File: config.mk
export PLATFORM = sky130hd
export DESIGN_NAME = ipmc_top
export DESIGN_NICKNAME = d
export VERILOG_FILES = /design/src/ipmc_pkg.sv /design/src/ipmc_arbiter.sv /design/src/ipmc_service.sv /design/src/ipmc_top.sv
export SDC_FILE = /design/constraint.sdc
export NUM_CORES = 1
export LEC_CHECK = 0
export CAP_MARGIN = 5
export CORE_ASPECT_RATIO = 0.75
export CORE_UTILIZATION = 63
export CTS_CLUSTER_DIAMETER = 200
export DETAILED_ROUTE_END_ITERATION = 12
export DONT_BUFFER_PORTS = 1
export PLACE_DENSITY = 0.77
export SLEW_MARGIN = 10
export SYNTH_ARGS = -nofsm -noshare
export SYNTH_HDL_FRONTEND = slang
export SYNTH_SLANG_ARGS = --single-unit
File: constraint.sdc
create_clock -name clock_i -period 2.5 [get_ports clock_i]
set_input_delay 0.25 -clock clock_i [delete_from_list [all_inputs] [get_ports clock_i]]
set_output_delay 0.25 -clock clock_i [all_outputs]
set_load 0.02 [all_outputs]
File: src/ipmc_pkg.sv
package ipmc_pkg;
  // Register addresses on the plain register port.
  localparam logic [7:0] ADDR_POWER_CONTROL   = 8'h87;
  localparam logic [7:0] ADDR_SECOND_ENABLE   = 8'ha7;
  localparam logic [7:0] ADDR_FIRST_ENABLE    = 8'ha8;
  localparam logic [7:0] ADDR_SECOND_PRIORITY = 8'hb7;
  localparam logic [7:0] ADDR_FIRST_PRIORITY  = 8'hb8;
  localparam logic [7:0] ADDR_SERVICE_STATUS  = 8'hc0;
  // Reset values.
  localparam logic [7:0] RST_POWER_CONTROL    = 8'h00;
  localparam logic [7:0] RST_ENABLE           = 8'h00;
  localparam logic [7:0] RST_PRIORITY         = 8'h00;
  // Power control fields.
  localparam int PCTL_IDLE_BIT     = 0;
  localparam int PCTL_PDOWN_BIT    = 1;
  localparam int PCTL_ADC_IRQ_BIT  = 4;
  localparam int PCTL_LVR_DIS_BIT  = 5;
  // First enable/priority fields.
  localparam int FE_GLOBAL_BIT     = 7;
  localparam int F_EXT0_BIT        = 0;
  localparam int F_TMR0_BIT        = 1;
  localparam int F_EXT1_BIT        = 2;
  localparam int F_TMR1_BIT        = 3;
  localparam int F_SER1_BIT        = 4;
  localparam int F_TMR2_BIT        = 5;
  // Second enable/priority fields.
  localparam int S_USB_BIT         = 0;
  localparam int S_TWI_BIT         = 1;
  localparam int S_SER2_BIT        = 4;
  localparam int S_DISP_BIT        = 7;
  localparam logic [7:0] SECOND_USED_MASK = 8'h93;
  localparam logic [7:0] FIRST_PRIO_MASK  = 8'h3f;
  // Sources in polling order, index 0 polled first.
  localparam int NUM_SRC = 10;
  localparam logic [15:0] VEC_EXT0 = 16'h0003;
  localparam logic [15:0] VEC_SER2 = 16'h004b;
  localparam logic [15:0] VEC_TMR0 = 16'h000b;
  localparam logic [15:0] VEC_TWI  = 16'h0043;
  localparam logic [15:0] VEC_EXT1 = 16'h0013;
  localparam logic [15:0] VEC_DISP = 16'h003b;
  localparam logic [15:0] VEC_TMR1 = 16'h001b;
  localparam logic [15:0] VEC_USB  = 16'h0033;
  localparam logic [15:0] VEC_SER1 = 16'h0023;
  localparam logic [15:0] VEC_TMR2 = 16'h002b;
  // Restart delay after an internal reset ends idle, in machine cycles.
  localparam logic [1:0] RESTART_CYCLES = 2'h3;
  typedef enum logic [1:0]
  {
    PM_RUN     = 2'b00,
    PM_IDLE    = 2'b01,
    PM_PDOWN   = 2'b10,
    PM_RESTART = 2'b11
  } ipmc_mode_type;
endpackage : ipmc_pkg

File: src/ipmc_arbiter.sv
// Picks the first source in polling order from a request vector.
module ipmc_arbiter #(
  parameter int N = 10
) (
  // Requests
  input  wire logic [N-1:0] req_i,
  // Result
  output logic              any_o,
  output logic [3:0]        idx_o
);
  always_comb
  begin
    any_o = 1'b0;
    idx_o = 4'h0;
    for (int k = N - 1; k >= 0; k--)
    begin
      if (req_i[k])
      begin
        any_o = 1'b1;
        idx_o = 4'(k);
      end
    end
  end
endmodule : ipmc_arbiter

File: src/ipmc_service.sv
// In-service level tracking: one bit for low, one for high.
module ipmc_service (
  // Clock and reset
  input  wire logic clock_i,
  input  wire logic rst_n_i,
  // Events
  input  wire logic take_i,
  input  wire logic take_high_i,
  input  wire logic return_from_interrupt_i,
  // State
  output logic      low_busy_o,
  output logic      high_busy_o
);
  logic low_ff;
  logic high_ff;
  logic nxt_low;
  logic nxt_high;
  // The return-from-interrupt clears the highest level active; a plain return does nothing.
  assign nxt_high = take_i && take_high_i ? 1'b1 : (return_from_interrupt_i ? 1'b0 : high_ff);
  assign nxt_low  = take_i && !take_high_i ? 1'b1 : ((return_from_interrupt_i && !high_ff) ? 1'b0 : low_ff);
  always_ff @(posedge clock_i)
  begin
    if (!rst_n_i)
    begin
      low_ff  <= 1'b0;
      high_ff <= 1'b0;
    end
    else
    begin
      low_ff  <= nxt_low;
      high_ff <= nxt_high;
    end
  end
  assign low_busy_o  = low_ff;
  assign high_busy_o = high_ff;
endmodule : ipmc_service

File: src/ipmc_top.sv
// Implementation choice: the address-and-strobe port.
module ipmc_top (
  // Clock and reset
  input  wire logic        clock_i,
  input  wire logic        rst_n_i,
  // Register port
  input  wire logic [7:0]  reg_addr_i,
  input  wire logic [7:0]  reg_wdata_i,
  input  wire logic        reg_wr_i,
  input  wire logic        reg_rd_i,
  output logic [7:0]       reg_rdata_o,
  // Interrupt request flags, polling order: ext0 ser2 tmr0 twi ext1 disp tmr1 usb ser1 tmr2
  input  wire logic [9:0]  irq_flags_i,
  // CPU sequencer
  input  wire logic        last_cycle_i,
  input  wire logic        return_from_interrupt_exec_i,
  input  wire logic        ret_exec_i,
  input  wire logic        int_reg_access_i,
  input  wire logic [15:0] pc_i,
  input  wire logic        internal_reset_i,
  output logic             call_o,
  output logic [15:0]      call_vector_o,
  output logic [15:0]      push_pc_o,
  output logic             save_status_o,
  // Power
  output logic             cpu_halt_o,
  output logic             clock_stop_o,
  output logic             periph_gate_o,
  output logic             lvr_disable_o,
  output logic             adc_irq_enable_o
);
  logic [7:0]  pctl_ff;
  logic [7:0]  fen_ff;
  logic [7:0]  sen_ff;
  logic [7:0]  fpr_ff;
  logic [7:0]  spr_ff;
  logic [9:0]  samp_ff;
  logic        block_ff;
  logic [7:0]  rdata_ff;
  logic        call_ff;
  logic [15:0] vec_ff;
  logic [15:0] push_ff;
  logic [1:0]  rcnt_ff;
  ipmc_pkg::ipmc_mode_type mode_ff;
  ipmc_pkg::ipmc_mode_type nxt_mode;
  logic [9:0]  src_en;
  logic [9:0]  src_hi;
  logic [9:0]  req_hi;
  logic [9:0]  req_lo;
  logic        any_hi;
  logic        any_lo;
  logic [3:0]  idx_hi;
  logic [3:0]  idx_lo;
  logic        low_busy;
  logic        high_busy;
  logic        allow_hi;
  logic        allow_lo;
  logic        take;
  logic        take_high;
  logic [3:0]  take_idx;
  logic [15:0] take_vec;
  logic        wake;
  logic        wr_pctl;
  logic        wr_fen;
  logic        wr_sen;
  logic        wr_fpr;
  logic        wr_spr;
  logic [7:0]  rd_mux;
  logic [7:0]  nxt_pctl;
  logic        pctl_idle_set;
  logic        pctl_pdown_set;
  logic [15:0] vec_table [10];
  logic        halt_ff;
  logic        stop_ff;

  assign vec_table[0] = ipmc_pkg::VEC_EXT0;
  assign vec_table[1] = ipmc_pkg::VEC_SER2;
  assign vec_table[2] = ipmc_pkg::VEC_TMR0;
  assign vec_table[3] = ipmc_pkg::VEC_TWI;
  assign vec_table[4] = ipmc_pkg::VEC_EXT1;
  assign vec_table[5] = ipmc_pkg::VEC_DISP;
  assign vec_table[6] = ipmc_pkg::VEC_TMR1;
  assign vec_table[7] = ipmc_pkg::VEC_USB;
  assign vec_table[8] = ipmc_pkg::VEC_SER1;
  assign vec_table[9] = ipmc_pkg::VEC_TMR2;

  // Enables and priorities mapped into polling order.
  assign src_en = {fen_ff[ipmc_pkg::F_TMR2_BIT], fen_ff[ipmc_pkg::F_SER1_BIT], sen_ff[ipmc_pkg::S_USB_BIT],
                   fen_ff[ipmc_pkg::F_TMR1_BIT], sen_ff[ipmc_pkg::S_DISP_BIT], fen_ff[ipmc_pkg::F_EXT1_BIT],
                   sen_ff[ipmc_pkg::S_TWI_BIT], fen_ff[ipmc_pkg::F_TMR0_BIT], sen_ff[ipmc_pkg::S_SER2_BIT],
                   fen_ff[ipmc_pkg::F_EXT0_BIT]};
  assign src_hi = {fpr_ff[ipmc_pkg::F_TMR2_BIT], fpr_ff[ipmc_pkg::F_SER1_BIT], spr_ff[ipmc_pkg::S_USB_BIT],
                   fpr_ff[ipmc_pkg::F_TMR1_BIT], spr_ff[ipmc_pkg::S_DISP_BIT], fpr_ff[ipmc_pkg::F_EXT1_BIT],
                   spr_ff[ipmc_pkg::S_TWI_BIT], fpr_ff[ipmc_pkg::F_TMR0_BIT], spr_ff[ipmc_pkg::S_SER2_BIT],
                   fpr_ff[ipmc_pkg::F_EXT0_BIT]};
  // Only the samples from the previous cycle are polled, so nothing is remembered.
  assign req_hi = samp_ff & src_en & src_hi & {10{fen_ff[ipmc_pkg::FE_GLOBAL_BIT]}};
  assign req_lo = samp_ff & src_en & ~src_hi & {10{fen_ff[ipmc_pkg::FE_GLOBAL_BIT]}};

  ipmc_arbiter #(.N(ipmc_pkg::NUM_SRC)) u_arb_hi (
    .req_i (req_hi),
    .any_o (any_hi),
    .idx_o (idx_hi)
  );
  ipmc_arbiter #(.N(ipmc_pkg::NUM_SRC)) u_arb_lo (
    .req_i (req_lo),
    .any_o (any_lo),
    .idx_o (idx_lo)
  );

  // A high handler is never preempted; a low handler only by a high request.
  assign allow_hi  = any_hi && !high_busy;
  assign allow_lo  = any_lo && !high_busy && !low_busy;
  assign wake      = allow_hi || allow_lo;
  // Idle ends on a request; the call waits for the first live boundary.
  assign take      = wake && last_cycle_i && !block_ff && !int_reg_access_i && !return_from_interrupt_exec_i
                     && mode_ff == ipmc_pkg::PM_RUN && !call_ff;
  assign take_high = allow_hi;
  assign take_idx  = allow_hi ? idx_hi : idx_lo;
  assign take_vec  = vec_table[take_idx];

  ipmc_service u_service (
    .clock_i     (clock_i),
    .rst_n_i     (rst_n_i),
    .take_i      (take),
    .take_high_i (take_high),
    .return_from_interrupt_i      (return_from_interrupt_exec_i && last_cycle_i),
    .low_busy_o  (low_busy),
    .high_busy_o (high_busy)
  );

  // Register decode.
  assign wr_pctl = reg_wr_i && reg_addr_i == ipmc_pkg::ADDR_POWER_CONTROL;
  assign wr_fen  = reg_wr_i && reg_addr_i == ipmc_pkg::ADDR_FIRST_ENABLE;
  assign wr_sen  = reg_wr_i && reg_addr_i == ipmc_pkg::ADDR_SECOND_ENABLE;
  assign wr_fpr  = reg_wr_i && reg_addr_i == ipmc_pkg::ADDR_FIRST_PRIORITY;
  assign wr_spr  = reg_wr_i && reg_addr_i == ipmc_pkg::ADDR_SECOND_PRIORITY;
  assign rd_mux  = (reg_addr_i == ipmc_pkg::ADDR_POWER_CONTROL)   ? pctl_ff :
                   (reg_addr_i == ipmc_pkg::ADDR_FIRST_ENABLE)    ? fen_ff :
                   (reg_addr_i == ipmc_pkg::ADDR_SECOND_ENABLE)   ? sen_ff :
                   (reg_addr_i == ipmc_pkg::ADDR_FIRST_PRIORITY)  ? fpr_ff :
                   (reg_addr_i == ipmc_pkg::ADDR_SECOND_PRIORITY) ? spr_ff :
                   (reg_addr_i == ipmc_pkg::ADDR_SERVICE_STATUS)  ? {4'h0, mode_ff, high_busy, low_busy} :
                   8'h00;

  // The wake-up clears the idle bit in hardware; a write in that cycle loses to it.
  assign nxt_pctl = wr_pctl ? reg_wdata_i : pctl_ff;
  assign pctl_idle_set  = wr_pctl && reg_wdata_i[ipmc_pkg::PCTL_IDLE_BIT];
  assign pctl_pdown_set = wr_pctl && reg_wdata_i[ipmc_pkg::PCTL_PDOWN_BIT];

  always_ff @(posedge clock_i)
  begin
    if (!rst_n_i)
    begin
      pctl_ff <= ipmc_pkg::RST_POWER_CONTROL;
      fen_ff  <= ipmc_pkg::RST_ENABLE;
      sen_ff  <= ipmc_pkg::RST_ENABLE;
      fpr_ff  <= ipmc_pkg::RST_PRIORITY;
      spr_ff  <= ipmc_pkg::RST_PRIORITY;
    end
    else
    begin
      pctl_ff <= nxt_pctl;
      if (mode_ff == ipmc_pkg::PM_IDLE && wake)
        pctl_ff[ipmc_pkg::PCTL_IDLE_BIT] <= 1'b0;
      if (wr_fen)
        fen_ff <= reg_wdata_i;
      if (wr_sen)
        sen_ff <= reg_wdata_i & ipmc_pkg::SECOND_USED_MASK;
      if (wr_fpr)
        fpr_ff <= reg_wdata_i & ipmc_pkg::FIRST_PRIO_MASK;
      if (wr_spr)
        spr_ff <= reg_wdata_i & ipmc_pkg::SECOND_USED_MASK;
    end
  end

  // Flags are captured once per machine cycle, also during idle.
  always_ff @(posedge clock_i)
  begin
    if (!rst_n_i)
    begin
      samp_ff  <= 10'h000;
      block_ff <= 1'b0;
    end
    else
    begin
      samp_ff  <= irq_flags_i;
      if (last_cycle_i)
        block_ff <= return_from_interrupt_exec_i || int_reg_access_i;
    end
  end

  // Power mode sequencing.
  always_comb
  begin
    nxt_mode = mode_ff;
    case (mode_ff)
      ipmc_pkg::PM_RUN:
      begin
        if (pctl_pdown_set)
          nxt_mode = ipmc_pkg::PM_PDOWN;
        else if (pctl_idle_set)
          nxt_mode = ipmc_pkg::PM_IDLE;
      end
      ipmc_pkg::PM_IDLE:
      begin
        if (internal_reset_i)
          nxt_mode = ipmc_pkg::PM_RESTART;
        else if (wake)
          nxt_mode = ipmc_pkg::PM_RUN;
      end
      ipmc_pkg::PM_PDOWN:
        nxt_mode = ipmc_pkg::PM_PDOWN;
      ipmc_pkg::PM_RESTART:
      begin
        if (rcnt_ff == ipmc_pkg::RESTART_CYCLES - 2'h1)
          nxt_mode = ipmc_pkg::PM_RUN;
      end
      default:
        nxt_mode = ipmc_pkg::PM_RUN;
    endcase
  end

  always_ff @(posedge clock_i)
  begin
    if (!rst_n_i)
    begin
      mode_ff <= ipmc_pkg::PM_RUN;
      rcnt_ff <= 2'h0;
    end
    else
    begin
      mode_ff <= nxt_mode;
      rcnt_ff <= (mode_ff == ipmc_pkg::PM_RESTART) ? rcnt_ff + 2'h1 : 2'h0;
    end
  end

  // Power outputs follow the next mode so that they change together with it.
  always_ff @(posedge clock_i)
  begin
    if (!rst_n_i)
    begin
      halt_ff <= 1'b0;
      stop_ff <= 1'b0;
    end
    else
    begin
      halt_ff <= nxt_mode != ipmc_pkg::PM_RUN;
      stop_ff <= nxt_mode == ipmc_pkg::PM_PDOWN;
    end
  end

  // Call outputs and read data.
  always_ff @(posedge clock_i)
  begin
    if (!rst_n_i)
    begin
      call_ff  <= 1'b0;
      vec_ff   <= 16'h0000;
      push_ff  <= 16'h0000;
      rdata_ff <= 8'h00;
    end
    else
    begin
      call_ff  <= take;
      if (take)
      begin
        vec_ff  <= take_vec;
        push_ff <= pc_i;
      end
      if (reg_rd_i)
        rdata_ff <= rd_mux;
    end
  end

  assign reg_rdata_o      = rdata_ff;
  assign call_o           = call_ff;
  assign call_vector_o    = vec_ff;
  assign push_pc_o        = push_ff;
  assign save_status_o    = 1'b0;
  assign cpu_halt_o       = halt_ff;
  assign clock_stop_o     = stop_ff;
  assign periph_gate_o    = stop_ff;
  assign lvr_disable_o    = pctl_ff[ipmc_pkg::PCTL_LVR_DIS_BIT];
  assign adc_irq_enable_o = pctl_ff[ipmc_pkg::PCTL_ADC_IRQ_BIT];

  // Checks.
  call_boundary_a: assert property (@(posedge clock_i) disable iff (!rst_n_i)
    call_o |-> $past(last_cycle_i)) else $error("call launched off a boundary");
  call_block_a: assert property (@(posedge clock_i) disable iff (!rst_n_i)
    call_o |-> !$past(return_from_interrupt_exec_i) && !$past(int_reg_access_i)) else $error("call during blocked instruction");
  high_nest_a: assert property (@(posedge clock_i) disable iff (!rst_n_i)
    high_busy && take |-> 1'b0) else $error("high handler preempted");
  pdown_sticky_a: assert property (@(posedge clock_i) disable iff (!rst_n_i)
    mode_ff == ipmc_pkg::PM_PDOWN |=> mode_ff == ipmc_pkg::PM_PDOWN) else $error("power-down left without reset");
  restart_delay_a: assert property (@(posedge clock_i) disable iff (!rst_n_i)
    mode_ff == ipmc_pkg::PM_IDLE && internal_reset_i |=> mode_ff == ipmc_pkg::PM_RESTART [*3] ##1
    mode_ff == ipmc_pkg::PM_RUN) else $error("restart delay wrong");
  vec_ext0_a: assert property (@(posedge clock_i) disable iff (!rst_n_i)
    take && take_idx == 4'h0 |=> call_vector_o == 16'h0003) else $error("ext0 vector wrong");
  idle_wake_a: assert property (@(posedge clock_i) disable iff (!rst_n_i)
    mode_ff == ipmc_pkg::PM_IDLE && wake && !internal_reset_i |=> !pctl_ff[0] && !cpu_halt_o)
    else $error("idle not ended by interrupt");
  global_off_a: assert property (@(posedge clock_i) disable iff (!rst_n_i)
    !fen_ff[7] |=> !call_o) else $error("call with global enable off");
  pctl_reset_a: assert property (@(posedge clock_i)
    !rst_n_i |=> pctl_ff == 8'h00) else $error("power control reset wrong");
  return_from_interrupt_block_a: assert property (@(posedge clock_i) disable iff (!rst_n_i)
    return_from_interrupt_exec_i && last_cycle_i |=> !call_o ##1 !call_o) else $error("call right after interrupt return");
  plain_ret_a: assert property (@(posedge clock_i) disable iff (!rst_n_i)
    ret_exec_i && !return_from_interrupt_exec_i && !take |=> $stable(low_busy) && $stable(high_busy))
    else $error("plain return changed service state");
  pdown_entry_a: assert property (@(posedge clock_i) disable iff (!rst_n_i)
    mode_ff == ipmc_pkg::PM_RUN && pctl_pdown_set |=> clock_stop_o && periph_gate_o && cpu_halt_o)
    else $error("power-down not entered");
  idle_entry_a: assert property (@(posedge clock_i) disable iff (!rst_n_i)
    mode_ff == ipmc_pkg::PM_RUN && pctl_idle_set && !pctl_pdown_set |=> cpu_halt_o && !clock_stop_o)
    else $error("idle not entered");
  cov_call: cover property (@(posedge clock_i) disable iff (!rst_n_i) call_o);
  cov_nest: cover property (@(posedge clock_i) disable iff (!rst_n_i) low_busy && take && take_high);
  cov_idle_wake: cover property (@(posedge clock_i) disable iff (!rst_n_i)
    mode_ff == ipmc_pkg::PM_IDLE ##1 mode_ff == ipmc_pkg::PM_RUN);
  cov_restart: cover property (@(posedge clock_i) disable iff (!rst_n_i)
    mode_ff == ipmc_pkg::PM_RESTART ##1 mode_ff == ipmc_pkg::PM_RUN);
  cov_pdown: cover property (@(posedge clock_i) disable iff (!rst_n_i) clock_stop_o);
endmodule : ipmc_top

==> impl_results.md <==
- Status: finished clean
- CP Launch Type: register
- Vias in the first global route: around 2700
- Tot GR Track Use: 28.28%
- Worst Clk Skew: around 0.0065 ns
- Endpoint type of the worst setup path: register
- Tcrit/Tclk final: 90.82%
- Root buffer cell: clkbuf_8
- Mapped Cells: 435
- Slew headroom: between 40% and 50%
- Warning count from the yosys run: 0
- Die area: ~6200 sq um
- Worst skew pair latency: 0.35 ns
- Distinct cells, synth: 60
- P&R area growth vs syn: 5.199%
- CP required: roughly 2.8 ns
- Async SR Flop Fraction: 0%
- Die width: 90.57 um
- Arr. time, crit path: between 2 and 3 ns
- TritonCTS clock tree: yes
- Share of layout cells above drive strength 1: 13.76%
- Hold WC Path Type: in2reg
- Pwr Density: 584.7 nW/um^2
- # diodes: 0
- Via count: 3205
- 1st-iter DRT viols: about 250
- Initial Util: about 67%
- Core area: 5497 sq um
- IO buf count: 0
- Grt total ovfl: 0
- Synth area leaders: dfxtp_1, nand2_1, a21oi_1
- Seq pwr share: 56.8%
- GR Layer Usage met1: between 30% and 40%
- Synth top cells by count: dfxtp_1, nand2_1, a21oi_1
- Fin util: 70.93%
- CTS Buf Count: 9
- Pre-CTS setup slack: 0.2668 ns
- Max frequency: 0.4404 GHz
- Post-CTS resize count: 0
- Post-synth EDFFs: 0
- Mapped Area: about 3700 sq um
- GRT Max-Usage Layer: met2
- Slew @ Worst Pin: around 0.75 ns
- VDD IR max: 0.4377 mV
- Critical path class: reg2reg
- Pint: approximately 0.0018 W
- Setup ws final: roughly 0.23 ns
- Finished Layout Cells: 511
- Final min period: 2.271 ns
- Detailed Route WL: slightly below 9000 um
- Max-Cap Viols: 0
- Pleak: 1.299 nW
- Setup TNS: 0 ns
- Post-CTS Hold Buffers: 2
- Met2 GRT Util: a little over two fifths
- Sw Pwr: roughly 0.0005 W
- Initial antenna violation count: 0
- DRC: 0
- Switching share of power: 21.92%
- Register area share after synthesis: 42.67%
- Post-CTS Setup Bufs: 0
- Primary FF master, synth: dfxtp_1
- Worst-path clk slew: around 0.08 ns
- Post-synthesis area per instance: 8.520 sq um
- FF+latch count, synth: 79
- Vias/cell: 6.272
- Maximum fanout along the worst path: 26
- Net count reported at finish: 484
- Max clock buf depth: 2
- Final Power: 0.002280 W
- RSZ-0062 raised after global routing: false
- IO Pins: 98
- First-pass GRT wire length: 13190 um
- Gpl congestion: between 0.9 and 1
- Gate power share: 2.9%
- DRT Pass-1 Iters: 5
- Post-DP HPWL: 6331 um
- Met3 usage: under 10%
- H-tree levels: 3
- Leading area contributor after synthesis: dfxtp_1
- Sink Count: a little under 80
- Row cnt: 23
- Final setup viols: 0
- Clock Power Share: 40.3%
- DP Cell Count: 493
- Die height: 68.42 um
- Largest net degree at the start of global routing: 35
- Final Hold Vio Count: 0
- Post-route antenna net violation count: 0
- Count leader, synth: dfxtp_1
- Top cell type's share of synthesized area: between 40% and 50%
- Max-slew violation count: 0
- Wire length per cell after detailed routing: 16.95 um
-- per-stage QoR --
step	area, sq um	hold slack, ns
5_1_grt	3899	0.003022
3_5_place_dp	3680	0.3563
3_3_place_gp	3680	0.3465
2_1_floorplan	3744	0.3456
4_1_cts	3889	0.003849
6_report	3899	0.0003484
-- worst paths after layout --
| path | start | to | slack, ns | cells past startpoint |
|---|---|---|---|---|
| min | reg_rd_i | reg_rdata_o[6] | 0.0003 | 1 |
| max | fen_ff[7] | push_pc_o[5] | 0.23 | 9 |
| min reg2reg | rcnt_ff[0] | rcnt_ff[0] | 0.41 | 1 |
| max reg2reg | fen_ff[7] | push_pc_o[5] | 0.23 | 9 |
-- layout make-up --
cell class,instances,area [sq um]
Sequential cell,79,1582
Clock inverter,3,43.79
Clock buffer,12,145.1
Timing Repair Buffer,14,112.6
Fill cell,455,1598
Tap cell,75,93.84
Inverter,6,22.52
Multi-Input combinational cell,322,1899
-- kinds of logic (layout without fill, tap and decap cells) --
group           after synthesis  after routing  synth area share, %
simple gates                201            201                29.57
flops                        79             79                42.67
fa+ha+maj                     1              1               0.3376
other cells                   1             11               0.1012
mux                           1              1               0.3038
buf+inv                      44             35                7.089
compound gates              107            107                19.68
xor+xnor                      1              1               0.2364
-- cells in the final DEF (no fill, tap or decap), types with 3 or more instances in the layout --
cell type      netlist  final
a211oi_1             4      4
a21oi_1             41     41
a21oi_2              9      9
a222oi_1             4      4
a22oi_1              8      8
a31oi_1              5      5
a41oi_1              3      3
and2_1              11     11
and4_1               4      4
and4b_1              6      6
and4b_4              3      3
buf_4               13     11
clkbuf_8             0     10
conb_1               1     11
dfxtp_1             79     79
dlygate4sd3_1        0      3
inv_1                5      4
nand2_1             74     74
nand2_2              9      9
nand3_1             33     33
nand4_1             13     13
nand4b_1             5      5
nor2_1              23     23
nor3_1               5      5
o21a_1               3      3
o21ai_0             15     15
-- layer usage --
layer,routed length (um),up-vias
li1,-,1538
met1,3876,1485
met2,3812,171
met3,892,11
met4,78,0
met5,0,-
-- worst max-delay path, cell delays in order, from the launching register on --
cell,delay (ns)
dfxtp_1,0.30
buf_4,0.20
and4b_1,0.27
nor4b_4,0.42
a311oi_2,0.19
nor2_4,0.17
or2_1,0.14
buf_4,0.26
nand2_1,0.08
a21oi_1,0.16
-- flip-flops by register name, summed over array words and instances, names as in the netlist, 2 cells and up --
| register | count |
|---|---|
| call_vector_o | 5 |
| push_pc_o | 16 |
| mode_ff | 2 |
| rcnt_ff | 2 |
| spr_ff | 4 |
| reg_rdata_o | 8 |
| fen_ff | 8 |
| fpr_ff | 6 |
| samp_ff | 10 |
| sen_ff | 4 |
| pctl_ff | 8 |
-- power by group through the flow --
stage	combinational, W	sequential, W	clock, W
global route	0.0000741	0.00130	0.000975
finish	0.0000671	0.00129	0.000919
global placement	0.0000599	0.00132	0
detailed placement	0.0000612	0.00132	0
CTS	0.0000653	0.00129	0.000925
floorplan	0.0000780	0.00132	0
Note: power is estimated with default switching activity, not from simulation.
